### src/logic/tdec_pkg.sv
// constants shared by the transmit data encoder and its register file
// assumes a 100 MHz system clock and a classic wishbone register bus
package tdec_pkg;

  localparam int CLK_HZ = 100_000_000;

  // register indices; byte address is four times the index
  localparam logic [7:0] IDX_CODING = 8'h4A;
  localparam logic [7:0] IDX_MOD    = 8'h4B;
  localparam logic [7:0] IDX_DATA   = 8'h60;
  localparam logic [7:0] IDX_CTRL   = 8'h61;

  localparam logic [7:0] CODING_RST = 8'h00;
  localparam logic [7:0] MOD_RST    = 8'h00;

  // field positions
  localparam int CODE_LSB   = 4;
  localparam int SCF_BIT    = 3;
  localparam int BR_LSB     = 0;
  localparam int FSTEP_BIT  = 7;
  localparam int MILLER_BIT = 6;
  localparam int PTYPE_LSB  = 4;
  localparam int INV_BIT    = 3;
  localparam int ENV_LSB    = 0;
  localparam int START_BIT  = 0;

  // data codes
  localparam logic [3:0] CODE_NONE    = 4'h0;
  localparam logic [3:0] CODE_COLLIDE = 4'h1;
  localparam logic [3:0] CODE_RZ1     = 4'h4;
  localparam logic [3:0] CODE_RZ4     = 4'h7;
  localparam logic [3:0] CODE_1OF4    = 4'h8;
  localparam logic [3:0] CODE_256     = 4'h9;
  localparam logic [3:0] CODE_256Z    = 4'hA;
  localparam logic [3:0] CODE_256L    = 4'hB;
  localparam logic [3:0] CODE_PIE     = 4'hC;

  // envelope shapes
  localparam logic [2:0] ENV_DIRECT = 3'h0;
  localparam logic [2:0] ENV_MANCH  = 3'h1;
  localparam logic [2:0] ENV_MANSC  = 3'h2;
  localparam logic [2:0] ENV_BPSK   = 3'h3;
  localparam logic [2:0] ENV_RZ2ND  = 3'h4;
  localparam logic [2:0] ENV_RZ1ST  = 3'h5;

  // bit stream and subcarrier rates
  localparam int BR_26K_HZ  = 26_000;
  localparam int BR_53K_HZ  = 53_000;
  localparam int BR_106K_HZ = 106_000;
  localparam int BR_212K_HZ = 212_000;
  localparam int BR_424K_HZ = 424_000;
  localparam int BR_848K_HZ = 848_000;
  localparam int SC_424K_HZ = 424_000;
  localparam int SC_848K_HZ = 848_000;
  // cycles per quarter bit and per subcarrier half period
  localparam int Q_26K  = CLK_HZ / (4 * BR_26K_HZ);
  localparam int Q_53K  = CLK_HZ / (4 * BR_53K_HZ);
  localparam int Q_106K = CLK_HZ / (4 * BR_106K_HZ);
  localparam int Q_212K = CLK_HZ / (4 * BR_212K_HZ);
  localparam int Q_424K = CLK_HZ / (4 * BR_424K_HZ);
  localparam int Q_848K = CLK_HZ / (4 * BR_848K_HZ);
  localparam int SCH_424K = CLK_HZ / (2 * SC_424K_HZ);
  localparam int SCH_848K = CLK_HZ / (2 * SC_848K_HZ);

  localparam int FIFO_WIDTH = 8;
  localparam int FIFO_DEPTH = 16;

  typedef enum logic [1:0] {
    ST_IDLE = 2'b00,
    ST_SEND = 2'b01,
    ST_GAP  = 2'b10
  } tdec_state_type;

endpackage

### src/logic/tdec_encoder.sv
// transmit data encoder: byte fifo, pseudo bit coding, pulse and envelope shaping
// assumes a single 100 MHz clock, synchronous reset and a classic wishbone master
//
// Operation
// code field in upper nibble of coding register; 0 plain, 1 collider stream
// codes 4 to 7 give return-to-zero, pulse at slot one to four
// code 8 gives one-out-of-four pulse position coding
// code 9 gives one-out-of-256 coding over byte values 0 to 255
// code 10: one-out-of-256, byte zero sends no modulation
// code 11: one-out-of-256, byte zero pulses in the last slot
// code 12 gives pulse-interval coding; 2, 3, 13 to 15 reserved
// subcarrier select bit 3: 0 gives 424 kHz, 1 gives 848 kHz
// subcarrier select only matters for envelopes that use a subcarrier
// bit rate field codes 2 to 7 give 26 to 848 kHz
// per-byte framing bit sends every byte in its own frame
// per-byte framing restarts itself automatically between bytes
// without per-byte framing one trigger sends all bytes in one frame
// miller bit applies modified miller; software must set pulse type 1
// pulse type: none, at bit start, second half, third quarter
// invert bit inverts the data envelope
// envelope: direct, manchester, manchester with subcarrier, bpsk; 6, 7 reserved
// envelope 4 pulses second half, envelope 5 pulses first half
// software must not program reserved codes
//
// The Wishbone register port was decided locally.
`timescale 1ns/100ps

module tdec_fifo #(
  parameter int WIDTH = 8,
  parameter int DEPTH = 16
) (
  input  wire logic                       clk_i,
  input  wire logic                       rst_i,
  input  wire logic                       wr_valid_i,
  output logic                            wr_ready_o,
  input  wire logic [WIDTH-1:0]           wr_data_i,
  output logic                            rd_valid_o,
  input  wire logic                       rd_ready_i,
  output logic      [WIDTH-1:0]           rd_data_o,
  output logic      [$clog2(DEPTH):0]     count_o
);
  localparam int AW = $clog2(DEPTH);
  logic [WIDTH-1:0] mem [DEPTH];
  logic [AW:0]      wptr_reg;
  logic [AW:0]      wptr_next;
  logic [AW:0]      rptr_reg;
  logic [AW:0]      rptr_next;
  logic             push;
  logic             pop;

  assign count_o    = wptr_reg - rptr_reg;
  assign wr_ready_o = (count_o != (AW+1)'(DEPTH));
  assign rd_valid_o = (wptr_reg != rptr_reg);
  assign rd_data_o  = mem[rptr_reg[AW-1:0]];
  assign push       = wr_valid_i & wr_ready_o;
  assign pop        = rd_ready_i & rd_valid_o;

  always_comb begin
    wptr_next = push ? wptr_reg + 1'b1 : wptr_reg;
    rptr_next = pop ? rptr_reg + 1'b1 : rptr_reg;
  end

  always_ff @(posedge clk_i) begin
    if (rst_i) begin
      wptr_reg <= '0;
      rptr_reg <= '0;
    end else begin
      wptr_reg <= wptr_next;
      rptr_reg <= rptr_next;
    end
    if (push) begin
      mem[wptr_reg[AW-1:0]] <= wr_data_i;
    end
  end
endmodule // tdec_fifo

module tdec_encoder (
  input  wire logic        clk_i,
  input  wire logic        rst_i,
  input  wire logic        wb_cyc_i,
  input  wire logic        wb_stb_i,
  input  wire logic        wb_we_i,
  input  wire logic [9:0]  wb_adr_i,
  input  wire logic [3:0]  wb_sel_i,
  input  wire logic [31:0] wb_dat_i,
  output logic      [31:0] wb_dat_o,
  output logic             wb_ack_o,
  output logic             tx_envelope_o,
  output logic             tx_active_o
);
  import tdec_pkg::*;

  // pseudo bit of slot s for byte b under data code c
  function automatic logic pseudo_bit(input logic [3:0] c, input logic [7:0] b,
                                      input logic [8:0] s);
    logic       r;
    logic [8:0] pos;
    logic [8:0] len;
    logic [7:0] sh;
    r   = 1'b0;
    pos = '0;
    sh  = b >> {s[3:2], 1'b0};
    if (c >= CODE_RZ1 && c <= CODE_RZ4) begin
      r = b[s[4:2]] & (s[1:0] == c[1:0]);
    end else if (c == CODE_1OF4) begin
      r = (s[1:0] == sh[1:0]);
    end else if (c == CODE_256) begin
      r = (s[7:0] == b);
    end else if (c == CODE_256Z) begin
      r = (b != 8'h00) && (s[7:0] == b);
    end else if (c == CODE_256L) begin
      r = (s[7:0] == b - 8'h01);
    end else if (c == CODE_PIE) begin
      // a zero is high-low, a one is high-high-low
      for (int i = 0; i < 8; i++) begin
        len = b[i] ? 9'h003 : 9'h002;
        if (s >= pos && s < 9'(pos + len)) begin
          r = (s != 9'(pos + len - 9'h001));
        end
        pos = 9'(pos + len);
      end
    end else begin
      // plain, collider and reserved codes pass the byte lsb first
      r = b[s[2:0]];
    end
    return r;
  endfunction

  // index of the last slot of one byte
  function automatic logic [8:0] last_slot(input logic [3:0] c, input logic [7:0] b);
    logic [8:0] n;
    n = 9'h007;
    if (c >= CODE_RZ1 && c <= CODE_RZ4) begin
      n = 9'h01F;
    end else if (c == CODE_1OF4) begin
      n = 9'h00F;
    end else if (c == CODE_256 || c == CODE_256Z || c == CODE_256L) begin
      n = 9'h0FF;
    end else if (c == CODE_PIE) begin
      n = 9'h00F;
      for (int i = 0; i < 8; i++) begin
        n = 9'(n + {8'h00, b[i]});
      end
    end
    return n;
  endfunction

  function automatic logic [11:0] quarter_len(input logic [2:0] br);
    logic [11:0] q;
    unique case (br)
      3'h3:    q = 12'(Q_53K);
      3'h4:    q = 12'(Q_106K);
      3'h5:    q = 12'(Q_212K);
      3'h6:    q = 12'(Q_424K);
      3'h7:    q = 12'(Q_848K);
      default: q = 12'(Q_26K); // reserved 0 and 1 run at the slowest rate
    endcase
    return q;
  endfunction

  // register file and bus
  logic [7:0]  coding_reg;
  logic [7:0]  coding_next;
  logic [7:0]  mod_reg;
  logic [7:0]  mod_next;
  logic        ack_reg;
  logic        ack_next;
  logic [31:0] dat_reg;
  logic [31:0] dat_next;
  logic [7:0]  idx;
  logic        req;
  logic        commit;
  logic        start;
  logic [31:0] rd_mux;

  logic        fifo_wr_ready;
  logic        fifo_rd_valid;
  logic        fifo_rd_ready;
  logic [7:0]  fifo_rd_data;
  logic [4:0]  fifo_count;

  tdec_state_type state_reg;
  tdec_state_type state_next;

  assign idx    = wb_adr_i[9:2];
  assign req    = wb_cyc_i & wb_stb_i;
  assign commit = ack_reg & req & wb_we_i & wb_sel_i[0];
  assign start  = commit & (idx == IDX_CTRL) & wb_dat_i[START_BIT];

  always_comb begin
    unique case (idx)
      IDX_CODING: rd_mux = {24'h000000, coding_reg};
      IDX_MOD:    rd_mux = {24'h000000, mod_reg};
      IDX_CTRL:   rd_mux = {23'h000000, fifo_count, tx_active_o, ~fifo_wr_ready,
                            ~fifo_rd_valid, (state_reg != ST_IDLE)};
      default:    rd_mux = 32'h00000000;
    endcase
  end

  always_comb begin
    // data writes wait for room so the source is throttled
    ack_next    = req & ~ack_reg & ~(wb_we_i & (idx == IDX_DATA) & ~fifo_wr_ready);
    dat_next    = ack_next ? rd_mux : 32'h00000000;
    coding_next = (commit && idx == IDX_CODING) ? wb_dat_i[7:0] : coding_reg;
    mod_next    = (commit && idx == IDX_MOD) ? wb_dat_i[7:0] : mod_reg;
  end

  always_ff @(posedge clk_i) begin
    if (rst_i) begin
      ack_reg    <= 1'b0;
      dat_reg    <= 32'h00000000;
      coding_reg <= CODING_RST;
      mod_reg    <= MOD_RST;
    end else begin
      ack_reg    <= ack_next;
      dat_reg    <= dat_next;
      coding_reg <= coding_next;
      mod_reg    <= mod_next;
    end
  end

  assign wb_ack_o = ack_reg;
  assign wb_dat_o = dat_reg;

  tdec_fifo #(
    .WIDTH (FIFO_WIDTH),
    .DEPTH (FIFO_DEPTH)
  ) u_fifo (
    .clk_i      (clk_i),
    .rst_i      (rst_i),
    .wr_valid_i (commit & (idx == IDX_DATA)),
    .wr_ready_o (fifo_wr_ready),
    .wr_data_i  (wb_dat_i[7:0]),
    .rd_valid_o (fifo_rd_valid),
    .rd_ready_i (fifo_rd_ready),
    .rd_data_o  (fifo_rd_data),
    .count_o    (fifo_count)
  );

  // configuration fields
  logic [3:0]  code;
  logic        scf;
  logic [2:0]  br;
  logic        fstep;
  logic        miller;
  logic [1:0]  ptype;
  logic        inv;
  logic [2:0]  env;
  assign code   = coding_reg[CODE_LSB +: 4];
  assign scf    = coding_reg[SCF_BIT];
  assign br     = coding_reg[BR_LSB +: 3];
  assign fstep  = mod_reg[FSTEP_BIT];
  assign miller = mod_reg[MILLER_BIT];
  assign ptype  = mod_reg[PTYPE_LSB +: 2];
  assign inv    = mod_reg[INV_BIT];
  assign env    = mod_reg[ENV_LSB +: 3];

  // encoder state
  logic [7:0]  byte_reg;
  logic [7:0]  byte_next;
  logic [8:0]  slot_reg;
  logic [8:0]  slot_next;
  logic [1:0]  quarter_reg;
  logic [1:0]  quarter_next;
  logic [11:0] tick_cnt_reg;
  logic [11:0] tick_cnt_next;
  logic        prev_reg;
  logic        prev_next;
  logic [7:0]  sc_cnt_reg;
  logic [7:0]  sc_cnt_next;
  logic        sc_reg;
  logic        sc_next;
  logic        env_reg;
  logic        env_next;
  logic        tick;
  logic        byte_end;
  logic        pb;
  logic        mod_level;
  logic        sc_on;
  logic [7:0]  sc_half_m1;
  logic        shaped;

  assign tick       = (tick_cnt_reg == 12'(quarter_len(br) - 12'h001));
  assign byte_end   = (state_reg == ST_SEND) && tick && (quarter_reg == 2'h3)
                      && (slot_reg == last_slot(code, byte_reg));
  assign pb         = pseudo_bit(code, byte_reg, slot_reg);
  // subcarrier only runs for envelopes that carry one
  assign sc_on      = (state_reg == ST_SEND) && (env == ENV_MANSC || env == ENV_BPSK);
  assign sc_half_m1 = scf ? 8'(SCH_848K - 1) : 8'(SCH_424K - 1);

  always_comb begin
    if (miller) begin
      // a zero after a one carries no pulse
      mod_level = pb ? (quarter_reg == 2'h2) : (~prev_reg & (quarter_reg == 2'h0));
    end else begin
      unique case (ptype)
        2'h1:    mod_level = pb & (quarter_reg == 2'h0);
        2'h2:    mod_level = pb & quarter_reg[1];
        2'h3:    mod_level = pb & (quarter_reg == 2'h2);
        default: mod_level = pb;
      endcase
    end
    unique case (env)
      ENV_MANCH: shaped = quarter_reg[1] ? ~mod_level : mod_level;
      ENV_MANSC: shaped = sc_reg & (quarter_reg[1] ? ~mod_level : mod_level);
      ENV_BPSK:  shaped = sc_reg ^ mod_level;
      ENV_RZ2ND: shaped = mod_level & quarter_reg[1];
      ENV_RZ1ST: shaped = mod_level & ~quarter_reg[1];
      default:   shaped = mod_level;
    endcase
  end

  always_comb begin
    state_next    = state_reg;
    byte_next     = byte_reg;
    slot_next     = slot_reg;
    quarter_next  = quarter_reg;
    tick_cnt_next = tick ? 12'h000 : tick_cnt_reg + 12'h001;
    prev_next     = prev_reg;
    fifo_rd_ready = 1'b0;
    env_next      = (state_reg == ST_SEND) ? (shaped ^ inv) : 1'b0;
    sc_cnt_next   = 8'h00;
    sc_next       = 1'b0;
    if (sc_on) begin
      sc_cnt_next = (sc_cnt_reg == sc_half_m1) ? 8'h00 : sc_cnt_reg + 8'h01;
      sc_next     = (sc_cnt_reg == sc_half_m1) ? ~sc_reg : sc_reg;
    end
    unique case (state_reg)
      ST_IDLE: begin
        tick_cnt_next = 12'h000;
        if (start && fifo_rd_valid) begin
          fifo_rd_ready = 1'b1;
          byte_next     = fifo_rd_data;
          slot_next     = '0;
          quarter_next  = 2'h0;
          prev_next     = 1'b0;
          state_next    = ST_SEND;
        end
      end
      ST_SEND: begin
        if (tick) begin
          quarter_next = quarter_reg + 2'h1;
          if (quarter_reg == 2'h3) begin
            prev_next = pb;
            slot_next = slot_reg + 9'h001;
          end
        end
        if (byte_end) begin
          slot_next = '0;
          if (fstep) begin
            state_next = ST_GAP;
          end else if (fifo_rd_valid) begin
            fifo_rd_ready = 1'b1;
            byte_next     = fifo_rd_data;
          end else begin
            state_next = ST_IDLE;
          end
        end
      end
      ST_GAP: begin
        // one bit period of silence, then the next frame starts on its own
        if (tick) begin
          quarter_next = quarter_reg + 2'h1;
          if (quarter_reg == 2'h3) begin
            prev_next = 1'b0;
            if (fifo_rd_valid) begin
              fifo_rd_ready = 1'b1;
              byte_next     = fifo_rd_data;
              state_next    = ST_SEND;
            end else begin
              state_next = ST_IDLE;
            end
          end
        end
      end
      default: state_next = ST_IDLE;
    endcase
  end

  always_ff @(posedge clk_i) begin
    if (rst_i) begin
      state_reg    <= ST_IDLE;
      byte_reg     <= 8'h00;
      slot_reg     <= '0;
      quarter_reg  <= 2'h0;
      tick_cnt_reg <= 12'h000;
      prev_reg     <= 1'b0;
      sc_cnt_reg   <= 8'h00;
      sc_reg       <= 1'b0;
      env_reg      <= 1'b0;
    end else begin
      state_reg    <= state_next;
      byte_reg     <= byte_next;
      slot_reg     <= slot_next;
      quarter_reg  <= quarter_next;
      tick_cnt_reg <= tick_cnt_next;
      prev_reg     <= prev_next;
      sc_cnt_reg   <= sc_cnt_next;
      sc_reg       <= sc_next;
      env_reg      <= env_next;
    end
  end

  assign tx_envelope_o = env_reg;
  assign tx_active_o   = (state_reg == ST_SEND);

  // checks
  logic plain;
  assign plain = (ptype == 2'h0) && !miller && (env == ENV_DIRECT) && !inv;
endmodule // tdec_encoder

### config.mk
export PLATFORM = sky130hd
export DESIGN_NAME = tdec_encoder
export DESIGN_NICKNAME = d
export VERILOG_FILES = /design/src/logic/tdec_pkg.sv /design/src/logic/tdec_encoder.sv
export SDC_FILE = /design/constraint.sdc
export NUM_CORES = 1
export LEC_CHECK = 0
export BUFFER_PORTS_ARGS = -buffer_cell sky130_fd_sc_hd__buf_2
export CAP_MARGIN = 20
export CELL_PAD_IN_SITES_DETAIL_PLACEMENT = 0
export CELL_PAD_IN_SITES_GLOBAL_PLACEMENT = 1
export CORE_MARGIN = 5
export CORE_UTILIZATION = 48
export DETAILED_ROUTE_END_ITERATION = 10
export GPL_ROUTABILITY_DRIVEN = 0
export PLACE_DENSITY_LB_ADDON = 0.1
export SETUP_SLACK_MARGIN = 0.4
export SYNTH_ARGS = -nofsm -noshare
export SYNTH_HDL_FRONTEND = slang
export SYNTH_SLANG_ARGS = --single-unit
### constraint.sdc
create_clock -name clk_i -period 15.68 [get_ports clk_i]
set_input_delay 3.136 -clock clk_i [delete_from_list [all_inputs] [get_ports clk_i]]
set_output_delay 3.136 -clock clk_i [all_outputs]
set_load 0.02 [all_outputs]
# ---- Yosys cells after proc, flatten, opt, wreduce, memory -nomap -nowiden
# Memories as Yosys holds them, arrays and structs flattened. A register that Yosys moved wholly into a read port is not among the register bits.
# Index checks and enable logic that the tools add are counted.
dict set report op_classes {
  addsub 32
  mul 0
  n_div 0
  order_cmp 20
  eq_ne 54
  shifts 1
  muxes 78
  bitwise 34
  n_reduce_logical 38
}
# operator n
set op_table {}
lappend op_table {{two-way mux 9 bit} 8}
lappend op_table {{inequality test 9 bit} 8}
lappend op_table {{less-than comparator 9 bit} 7}
lappend op_table {{subtractor 9 x 1 -> 9 bit (second input constant)} 7}
lappend op_table {{case mux 10 bit (5 select lines)} 1}
lappend op_table {{two-way mux 8 bit} 6}
lappend op_table {{two-way mux 1 bit} 41}
lappend op_table {{equality test 8 x 7 -> 1 bit (second input constant)} 4}
lappend op_table {{adder 9 x 1 -> 9 bit} 3}
lappend op_table {{case mux 9 bit (3 select lines)} 1}
lappend op_table {{case mux 8 bit (3 select lines)} 1}
lappend op_table {{AND 1 bit} 21}
lappend op_table {{equality test 4 bit (second input constant)} 5}
lappend op_table {{equality test 3 bit (second input constant)} 6}
lappend op_table {{case mux 9 bit (2 select lines)} 1}
lappend op_table {{logical AND 1 bit} 17}
lappend op_table {{equality test 8 bit} 2}
lappend op_table {{two-way mux 2 bit} 8}
lappend op_table {{adder 12 x 1 -> 12 bit (second input constant)} 1}
lappend op_table {{equality test 12 bit} 1}
lappend op_table {{AND reduction 6 bit} 2}
lappend op_table {{subtractor 12 x 1 -> 12 bit (second input constant)} 1}
lappend op_table {{inverter 1 bit} 11}
lappend op_table {{adder 5 x 1 -> 5 bit (second input constant)} 2}
lappend op_table {{62 further kinds} 92}
dict set report word_totals {
  reg_bits 103
  latch_bits 0
  ramBits 128
  rom_bits 0
  input_bits 51
  wordCells 273
  memories 1
}
# name depth word_bits rd rd_ports_with_merged_regs wr line
set memory_table {}
lappend memory_table {u_fifo.mem 16 8 1 1 1 tdec_encoder.sv:43} ;# logic [WIDTH-1:0] mem [DEPTH];

# ---- Longest topological paths before layout
# Gate-level depths: netlist of run 1.
dict set report depth {
  word_depth 25
  mapped_depth 26
  ltp_nobuf 25
}

# ---- Cells and area by module
# Synthesis of run 1 repeated with hierarchy kept, for this count alone.
dict set report hier_totals {
  hier_cells 1193
  hier_area_um2 13225.2
}
# mod instances cells_per_inst area_each_um2 seq_area_each_um2
set by_module_without_submodules {}
lappend by_module_without_submodules {tdec_encoder 1 912 7389.6 1401.3}
lappend by_module_without_submodules {tdec_fifo 1 281 5835.6 4124.0}

# ---- Worst setup path before layout of run 1
# OpenSTA, ideal clock, no wires.
dict set report synth_timing {
  kind {register -> register}
  from {register byte_reg[0]}
  to {register env_reg, in the netlist tx_envelope_o}
  setup_ns 0.117
  arrival_time_ns 6.246
  required_time_ns 15.563
  path_slack_ns 9.316
  path_stages_with_launch 27
  n_path_buf 1
  period_less_slack_ns 6.364
  cell_sequence {dfxtp_1 -> inv_1 -> ha_1 -> ha_1 -> inv_1 -> fa_1 -> ha_1 -> ha_1 -> ha_1 -> ha_1 -> clkbuf_1 -> o21a_1 -> o21ai_0 -> mux2i_1 -> xor2_1 -> inv_1 -> ha_1 -> a211o_1 -> a211oi_1 -> and4b_1 -> nand2_1 -> or3_1 -> o221a_1 -> and2_1 -> a311o_1 -> o21ai_0 -> nand2b_1}
}
dict set report synth_via {
  elab_chain_cells 25
  elab_cells_between_ends 87
  classes_between {16 x add/sub; 15 x order compare; 11 x eq/ne; 1 x shift; 24 x mux; 10 x bitwise; 10 x reduce/logical}
}
# item line
set synth_lines {}
lappend synth_lines {{from (decl)} tdec_encoder.sv:259} ;# logic [7:0] byte_reg;
lappend synth_lines {{from (signal assigned)} tdec_encoder.sv:393} ;# byte_reg <= byte_next;
lappend synth_lines {{two-way mux 1 bit} tdec_encoder.sv:116} ;# len = b[i] ? 9'h003 : 9'h002;
lappend synth_lines {{adder 2 x 2 -> 3 bit, or another cell as far along} {tdec_encoder.sv:117, tdec_encoder.sv:118, tdec_encoder.sv:120}}
lappend synth_lines {{adder 3 x 2 -> 4 bit, or another cell as far along} {tdec_encoder.sv:117, tdec_encoder.sv:118, tdec_encoder.sv:120}}
lappend synth_lines {{adder 4 x 2 -> 5 bit, or another cell as far along} {tdec_encoder.sv:117, tdec_encoder.sv:118, tdec_encoder.sv:120}}
lappend synth_lines {{adder 5 x 2 -> 6 bit, or another cell as far along} {tdec_encoder.sv:117, tdec_encoder.sv:118, tdec_encoder.sv:120}}
lappend synth_lines {{adder 6 x 2 -> 7 bit, or another cell as far along} {tdec_encoder.sv:117, tdec_encoder.sv:118, tdec_encoder.sv:120}}
lappend synth_lines {{adder 7 x 2 -> 8 bit, or another cell as far along} {tdec_encoder.sv:117, tdec_encoder.sv:118, tdec_encoder.sv:120}}
lappend synth_lines {{adder 8 x 2 -> 9 bit, or another cell as far along} n/a}
lappend synth_lines {{(+9 left out)} n/a}
lappend synth_lines {{AND 1 bit (on tied branches)} {tdec_encoder.sv:299, tdec_encoder.sv:297, tdec_encoder.sv:298}}
lappend synth_lines {{case mux 1 bit (3 select lines)} tdec_encoder.sv:296} ;# unique case (ptype)
lappend synth_lines {{two-way mux 1 bit (*)} tdec_encoder.sv:292} ;# if (miller) begin
lappend synth_lines {{inverter 1 bit} {tdec_encoder.sv:304, tdec_encoder.sv:305}}
lappend synth_lines {{two-way mux 1 bit} {tdec_encoder.sv:304, tdec_encoder.sv:305}}
lappend synth_lines {{AND 1 bit} tdec_encoder.sv:305} ;# ENV_MANSC: shaped = sc_reg & (quarter_reg[1] ? ~mod_level : mod_level);
lappend synth_lines {{case mux 1 bit (5 select lines) (*)} tdec_encoder.sv:303} ;# unique case (env)
lappend synth_lines {{bitwise XOR 1 bit (*)} tdec_encoder.sv:321} ;# env_next = (state_reg == ST_SEND) ? (shaped ^ inv) : 1'b0;
lappend synth_lines {{to (signal assigned)} tdec_encoder.sv:400} ;# env_reg <= env_next;
lappend synth_lines {{to (decl)} tdec_encoder.sv:273} ;# logic env_reg;
# Mark *: on every way between the ends. The rest lies on a longest branch, timed or not. The select of a mux whose other input is x is not followed.
# A chain may end at the register's enable or synchronous reset.

# ---- Worst setup path after layout of run 1
# Same ends and word-level chain as after synthesis.

==> results of run 1 <==
-- how the worst min path moves through the flow --
stage                                   startpoint                  endpoint  cells after the start
after floorplan           sc_cnt_reg[0]$_SDFF_PP0_  sc_cnt_reg[0]$_SDFF_PP0_                      1
after global placement     mod_reg[3]$_SDFFE_PP0P_   mod_reg[3]$_SDFFE_PP0P_                      2
after detailed placement   mod_reg[3]$_SDFFE_PP0P_   mod_reg[3]$_SDFFE_PP0P_                      2
after CTS                  mod_reg[3]$_SDFFE_PP0P_   mod_reg[3]$_SDFFE_PP0P_                      2
after global routing      sc_cnt_reg[0]$_SDFF_PP0_  sc_cnt_reg[0]$_SDFF_PP0_                      1
final                      mod_reg[3]$_SDFFE_PP0P_   mod_reg[3]$_SDFFE_PP0P_                      2
-- routing by layer --
metal / GRT usage / wire, um / vias to the layer above
li1: - / - / 4322
met1: 0.296 / 14500 / 4198
met2: 0.311 / 13300 / 216
met3: 0.0229 / 1480 / 30
met4: 0.0333 / 357 / 0
met5: 0 / 0 / -
-- Yosys cell counts, types with 24 or more instances --
library cell,number,area share
sky130_fd_sc_hd__nor3_1,30,0.012
sky130_fd_sc_hd__nand2_1,94,0.028
sky130_fd_sc_hd__mux2i_1,25,0.020
sky130_fd_sc_hd__nor2_1,109,0.032
sky130_fd_sc_hd__o21ai_0,30,0.012
sky130_fd_sc_hd__inv_1,56,0.016
sky130_fd_sc_hd__mux4_2,43,0.076
sky130_fd_sc_hd__buf_4,24,0.014
sky130_fd_sc_hd__dfxtp_1,84,0.13
sky130_fd_sc_hd__clkbuf_1,31,0.0091
sky130_fd_sc_hd__a21oi_1,48,0.019
sky130_fd_sc_hd__xor2_1,38,0.026
sky130_fd_sc_hd__edfxtp_1,128,0.30
sky130_fd_sc_hd__nand3_1,37,0.015
sky130_fd_sc_hd__xnor2_1,66,0.045
sky130_fd_sc_hd__ha_1,81,0.079
-- cell usage in the layout (no fill, tap or decap), types with 8 or more instances in the layout --
| cell type | synthesis | routed |
|---|---|---|
| sky130_fd_sc_hd__and3_1 | 19 | 19 |
| sky130_fd_sc_hd__nand2b_1 | 23 | 23 |
| sky130_fd_sc_hd__fa_1 | 8 | 8 |
| sky130_fd_sc_hd__nand4_1 | 11 | 11 |
| sky130_fd_sc_hd__nor2_1 | 109 | 109 |
| sky130_fd_sc_hd__buf_2 | 9 | 33 |
| sky130_fd_sc_hd__mux2i_1 | 25 | 25 |
| sky130_fd_sc_hd__dfxtp_1 | 84 | 83 |
| sky130_fd_sc_hd__nor3_1 | 30 | 30 |
| sky130_fd_sc_hd__a22oi_1 | 10 | 10 |
| sky130_fd_sc_hd__a21oi_1 | 48 | 48 |
| sky130_fd_sc_hd__nand2_1 | 94 | 94 |
| sky130_fd_sc_hd__clkbuf_16 | 0 | 22 |
| sky130_fd_sc_hd__nand3_1 | 37 | 37 |
| sky130_fd_sc_hd__edfxtp_1 | 128 | 128 |
| sky130_fd_sc_hd__ha_1 | 81 | 81 |
| sky130_fd_sc_hd__nor2b_1 | 12 | 12 |
| sky130_fd_sc_hd__xnor2_1 | 66 | 66 |
| sky130_fd_sc_hd__o21a_1 | 8 | 8 |
| sky130_fd_sc_hd__inv_1 | 56 | 56 |
| sky130_fd_sc_hd__o21ai_0 | 30 | 30 |
| sky130_fd_sc_hd__nor4_1 | 11 | 11 |
| sky130_fd_sc_hd__conb_1 | 2 | 28 |
| sky130_fd_sc_hd__buf_4 | 24 | 12 |
| sky130_fd_sc_hd__clkinv_1 | 2 | 11 |
| sky130_fd_sc_hd__xor2_1 | 38 | 38 |
| sky130_fd_sc_hd__mux4_2 | 43 | 43 |
-- through the flow --
stage               setup WS [ns]   util  instances
floorplan                    9.32      -       1212
global placement             8.43  0.504       1519
detailed placement           8.37  0.504       1519
CTS                          8.29  0.532       1559
global route                 7.94  0.532       1559
finish                       8.34  0.532       1559
-- final cells by class --
class	instances	area, um2
Clock buffer	22	551
Clock inverter	18	181
Fill cell	2325	12200
Inverter	59	221
Multi-Input combinational cell	868	6740
Sequential cell	212	5530
Tap cell	335	419
Timing Repair Buffer	45	255
-- report_power, final --
part	total [mW]	switching, mW	internal (mW)
sequential	0.590	0.0000760	0.590
clock	0.524	0.217	0.307
combinational	0.0205	0.0171	0.00346
-- cells by family after synthesis --
kind of cell / share of synthesized area
adder cells (fa/ha/maj): 0.0919
XOR/XNOR: 0.0812
AND/OR/NAND/NOR: 0.149
flip-flops: 0.433
buffers and inverters: 0.0473
multiplexers: 0.101
other: 0.000588
AO/OA/AOI/OAI: 0.0964
-- worst min-delay path: cells and delay by family, from the launching register on --
family / cells / cell delay [ns]
and+or+nand+nor: 1 / 0.06
DFF: 1 / 0.32
AOI/OAI and AO/OA: 1 / 0.05
==> results.tsv, run 1 <==
metric	value	unit
ant_nets	0	
io_count	86	
unrepaired_setup_endpoints_after_global_routing	false	
p_per_area	81.6	nW/um2
number_of_synthesized_register_bits	212	
critPathBufInv	3	
placement.io_buffers	33	
cts_post_setup_buffers_inserted	0	
tns	0	ns
remaining_drc_errors	0	
detail_route.first_pass.iterations	5	
worstSetupStartpoint	byte_reg[0]$_SDFFE_PP0P_	
fp-row-count	59	
worst-slew-pin-transition	0.957	ns
timing.critical_path.from_type	flip-flop	
floorplan.initialDensity	0.489	
crit_top_cell	sky130_fd_sc_hd__ha_1	
maxClockFrequency	136	MHz
worstReg2RegEnd	tx_envelope_o$_SDFF_PP0_	
clk_pin_slew	0.06	ns
hold_class	flip-flop to flip-flop	
post_drt_via_cell_ratio	5.62	
total_routing_resource_utilization_after_global_routing	0.196	
design_power_total	1.13	mW
max_h_tree_level	1	
reg2reg_from	byte_reg[0]$_SDFFE_PP0P_	
syn_area_per_cell	10.8	um2
layout-area-overhead-vs-synth	8.79	%
rrSetupSlack	8.34	ns
via_count_of_the_first_global_routing_pass	8700	
detail_route.wirelength	29700	um
drt_iter0_drc	556	
grt_start_max_net_pins	45	
insertedDiodeCount	0	
timing.final.max_slew_violations	0	
total_of_max_cap_violations	0	
layout-drive-gt1-share	0.122	
fin_crit_sh	0.468	
cts_root_buffer	sky130_fd_sc_hd__clkbuf_16	
peakVddDrop	0.104	mV
dp_hpwl	21100	um
cts_tree	built	
clkSinkCount	212	
worstPathRequired	16.13	ns
synth_area	12800	um2
synth_top_flop_cell	sky130_fd_sc_hd__edfxtp_1	
sequential_area_share_after_synthesis	0.433	
holdWs	0.483	ns
fin_crit	7.34	ns
async_flop_share	0	
clock_latency_reported_for_the_late_side_of_the_worst_skew_pair	0.53	ns
synth_cell_types	85	
design_area	13900	um2
critical_path.max_fanout	11	
worst_r2r_path_depth	25	
cts_resized	0	
num_vias	8766	
finClkSkew	0.0247	ns
dieWidth	173	um
grt_pass1_wl	47900	um
critPathArrivalTime	7.79	ns
cpLargestDelayFamily	adder cells	
power.leakage	4.99	nW
postSynthCellCount	1186	
hold_violations	0	
grt_antenna_before_repair	0	
placed_area	13200	um2
worst-setup-path-type	flip-flop to flip-flop	
worstSetupEndpointType	flip-flop	
largest_register_ff_count	128	
cts_buffer_depth	3	
wl_per_cell	19.0	um
run_status	finished clean	
number_of_clock_buffers_inserted_by_tritoncts	22	
timing.slew.headroom	0.360	
critical-path-slowest-cell	sky130_fd_sc_hd__dfxtp_1	
synthesis.yosys.warnings	0	
placeableCoreArea	26100	um2
die-height	173	um
design.die.area	30000	um2
post_layout_net_count	1348	
global_route.overflow_total	0	
setup_viol_count_final	0	
critical_path.max_stage_delay	0.62	ns
number_of_enable_flip_flop_cells_after_synthesis	128	
cp-endpoint	tx_envelope_o$_SDFF_PP0_	
critical_path_cell_count	25	
post_cts_hold_fix_bufs	0	
(Power assumes the default switching activity.)
==> inputs of run 2 (changes only) <==
--- a/config.mk
+++ b/config.mk
@@ -5,12 +5,13 @@
 export SDC_FILE = /design/constraint.sdc
 export NUM_CORES = 1
 export LEC_CHECK = 0
+export ABC_AREA = 1
 export BUFFER_PORTS_ARGS = -buffer_cell sky130_fd_sc_hd__buf_2
 export CAP_MARGIN = 20
 export CELL_PAD_IN_SITES_DETAIL_PLACEMENT = 0
 export CELL_PAD_IN_SITES_GLOBAL_PLACEMENT = 1
 export CORE_MARGIN = 5
-export CORE_UTILIZATION = 48
+export CORE_UTILIZATION = 47
 export DETAILED_ROUTE_END_ITERATION = 10
 export GPL_ROUTABILITY_DRIVEN = 0
 export PLACE_DENSITY_LB_ADDON = 0.1
==> constraint.sdc (replaced) <==
create_clock -name clk_i -period 7.4 [get_ports clk_i]
set_input_delay 1.48 -clock clk_i [delete_from_list [all_inputs] [get_ports clk_i]]
set_output_delay 1.48 -clock clk_i [all_outputs]
set_load 0.02 [all_outputs]
==> results.tsv, run 2 <==
metric	value	unit	change
run_status	finished clean		unchanged
finClkSkew	0.0180	ns	was 0.0247 ns
postSynthCellCount	1550		was 1,186
number_of_clock_buffers_inserted_by_tritoncts	23		was 22
most_numerous_cell_in_the_yosys_netlist	sky130_fd_sc_hd__nand2_1		was sky130_fd_sc_hd__edfxtp_1
fin_crit	6.04	ns	was 7.34 ns
synthesis.yosys.warnings	0		unchanged
biggest_area_contributors_in_the_synthesized_netlist	sky130_fd_sc_hd__edfxtp_1, sky130_fd_sc_hd__dfxtp_1, sky130_fd_sc_hd__ha_1		unchanged
unrepaired_setup_endpoints_after_global_routing	false		unchanged
post_cts_hold_fix_bufs	0		unchanged
hold_class	flip-flop to flip-flop		unchanged
clkSinkCount	212		unchanged
insertedDiodeCount	0		unchanged
post_layout_net_count	1715		was 1,348
most-common-layout-cells	sky130_fd_sc_hd__nand2_1, sky130_fd_sc_hd__inv_1, sky130_fd_sc_hd__nor2_1, sky130_fd_sc_hd__edfxtp_1, sky130_fd_sc_hd__o21ai_0		was sky130_fd_sc_hd__edfxtp_1, sky130_fd_sc_hd__nor2_1, sky130_fd_sc_hd__nand2_1, sky130_fd_sc_hd__dfxtp_1, sky130_fd_sc_hd__ha_1
hold_start	prev_reg$_SDFFE_PP0P_		was mod_reg[3]$_SDFFE_PP0P_
crit_top_cell	sky130_fd_sc_hd__nand2_1		was sky130_fd_sc_hd__ha_1
cts_buffer_depth	3		unchanged
switching_share	0.402		was 0.207
clock_latency_reported_for_the_late_side_of_the_worst_skew_pair	0.53	ns	about the same
placeableCoreArea	27000	um2	was 26,100 um2
placement.io_buffers	33		unchanged
num_vias	10300		was 8,766
internal_power	2.66	mW	was 0.900 mW
maxClockFrequency	166	MHz	was 136 MHz
clk_pin_slew	0.06	ns	about the same
synthDominantAreaCellType	sky130_fd_sc_hd__edfxtp_1		unchanged
worstSetupStartpoint	byte_reg[0]$_SDFFE_PP0P_		unchanged
fp-row-count	60		was 59
grt.met1_usage	0.303		was 0.296
peakVddDrop	0.206	mV	was 0.104 mV
ant_nets	0		unchanged
synth_top_cells_by_count	sky130_fd_sc_hd__nand2_1, sky130_fd_sc_hd__inv_1, sky130_fd_sc_hd__nor2_1		was sky130_fd_sc_hd__edfxtp_1, sky130_fd_sc_hd__nor2_1, sky130_fd_sc_hd__nand2_1
critical_path.max_stage_delay	0.54	ns	was 0.62 ns
async_flop_share	0		unchanged
largest_register_ff_count	128		unchanged
number_of_synthesized_register_bits	212		unchanged
final_common_cell	sky130_fd_sc_hd__nand2_1		was sky130_fd_sc_hd__edfxtp_1
timing.critical_path.from_type	flip-flop		unchanged
floorplan.initialDensity	0.479		was 0.489
worst-setup-path-type	flip-flop to flip-flop		unchanged
design.die.area	30900	um2	was 30,000 um2
global_route.overflow_total	0		unchanged
drt_iter0_drc	709		was 556
synth_top_area_share	0.297		was 0.301
wl_per_cell	16.5	um	was 19.0 um
critical_path.max_fanout	9		was 11
critical-path-slowest-cell	sky130_fd_sc_hd__fa_1		was sky130_fd_sc_hd__dfxtp_1
dp_hpwl	22700	um	was 21,100 um
design_area	14100	um2	was 13,900 um2
worstSetupEndpointType	flip-flop		unchanged
die-height	176	um	was 173 um
fin_crit_sh	0.816		was 0.468
p_switching	1.79	mW	was 0.234 mW
detail_route.first_pass.iterations	7		was 5
gr-usage-met3	0.0252		was 0.0229
power_frac_comb	0.462		was 0.018
power.leakage	5.66	nW	was 4.99 nW
synth_cell_types	61		was 85
synth_area	12900	um2	was 12,800 um2
via_count_of_the_first_global_routing_pass	9813		was 8,700
hold_violations	0		unchanged
layout-area-overhead-vs-synth	8.70	%	was 8.79%
grt_start_max_net_pins	52		was 45
holdWs	0.470	ns	was 0.483 ns
number_of_enable_flip_flop_cells_after_synthesis	128		unchanged
dieWidth	176	um	was 173 um
finalCoreUtilization	0.520		was 0.532
total_of_max_cap_violations	0		unchanged
cts_resized	0		unchanged
tns	0	ns	unchanged
max_h_tree_level	1		unchanged
grt_antenna_before_repair	0		unchanged
critPathArrivalTime	6.45	ns	was 7.79 ns
timing.final.max_slew_violations	0		unchanged
detail_route.wirelength	31800	um	was 29,700 um
grt_pass1_wl	51500	um	was 47,900 um
p_seq_frac	0.297		was 0.520
io_count	86		unchanged
reg2reg_from	byte_reg[0]$_SDFFE_PP0P_		unchanged
groute.layer.met2.usage	0.329		was 0.311
gr-max-usage-layer	met2		unchanged
timing.slew.headroom	0.338		was 0.360
dpl.cell_count	1891		was 1,519
worst-slew-pin-transition	0.985	ns	was 0.957 ns
syn_area_per_cell	8.35	um2	was 10.8 um2
remaining_drc_errors	0		unchanged
cts_post_setup_buffers_inserted	0		unchanged
cts_tree	built		unchanged
cts_root_buffer	sky130_fd_sc_hd__clkbuf_16		unchanged
p_per_area	317	nW/um2	was 81.6 nW/um2
placed_area	13400	um2	was 13,200 um2
setup_viol_count_final	0		unchanged
share_clk_of_total_power	0.242		was 0.462
post_drt_via_cell_ratio	5.33		was 5.62
sequential_area_share_after_synthesis	0.427		was 0.433
layout-drive-gt1-share	0.0729		was 0.122
worstPathRequired	7.81	ns	was 16.13 ns
synth_top_flop_cell	sky130_fd_sc_hd__edfxtp_1		unchanged
total_routing_resource_utilization_after_global_routing	0.205		was 0.196
layoutNonFillerInstCount	1933		was 1,559
-- run 2: cell count changes in the layout (fill, tap and decap cells not counted), sizes merged, moves of 43 or more --
cell   previous run  this run
a21oi            50       116
inv              57       197
mux4             43         0
nor2            109       162
o21ai            32       125
xnor2            69        20
nand3            37        82
nand2            94       262
-- run 2: worst max-delay path: cells and delay by family, from the launching register on --
kind	cells	cell delay [ns]
buf+inv	4	0.41
fa+ha+maj	8	2.91
compound gates	4	0.58
simple gates	18	1.50
flops	1	0.51
-- run 2: power by group through the flow --
stage / logic (mW) / registers (mW) / clock network, mW
after floorplan: 1.66 / 1.33 / 0
after global placement: 2.03 / 1.35 / 0
after detailed placement: 2.05 / 1.35 / 0
after CTS: 2.06 / 1.32 / 1.10
after global routing: 2.40 / 1.32 / 1.16
final: 2.05 / 1.32 / 1.08
-- run 2: final timing paths --
check / to / slack (ns) / cells past startpoint
max: tx_envelope_o$_SDFF_PP0_ / 1.36 / 34
min: prev_reg$_SDFFE_PP0P_ / 0.47 / 2
max reg2reg: tx_envelope_o$_SDFF_PP0_ / 1.36 / 34
min reg2reg: prev_reg$_SDFFE_PP0P_ / 0.47 / 2
-- run 2: metrics by stage --
step                power (mW)  worst slack (ns)
floorplan                 2.99              2.18
global placement          3.37              1.43
global route              4.88             0.718
detailed placement        3.40              1.36
CTS                       4.49              1.32
finish                    4.45              1.36
-- run 2: kinds of logic after synthesis --
kind of cell               synth area share
AOI/OAI and AO/OA                     0.137
xor gates and xnor gates             0.0342
adders and majority gates            0.0907
buffers and inverters                0.0845
DFF                                   0.427
muxes                                0.0241
other                              0.000580
and+or+nand+nor                       0.202
-- run 2: final cells by class --
class                      count  area [um2]
sequential                   212        5530
fill                        2569       13000
clock buffer                  37         668
tap                          341         427
inverter                     199         747
multi-input combinational   1097        6420
timing repair buffer          42         233
clock inverter                 5        43.8
-- run 2: per-layer routing --
metal	wire (um)	vias to the layer above	share of wire
met2	14100	198	0.44
li1	-	5285	-
met5	0	-	0
met4	410	0	0.013
met1	15900	4785	0.50
met3	1440	31	0.045
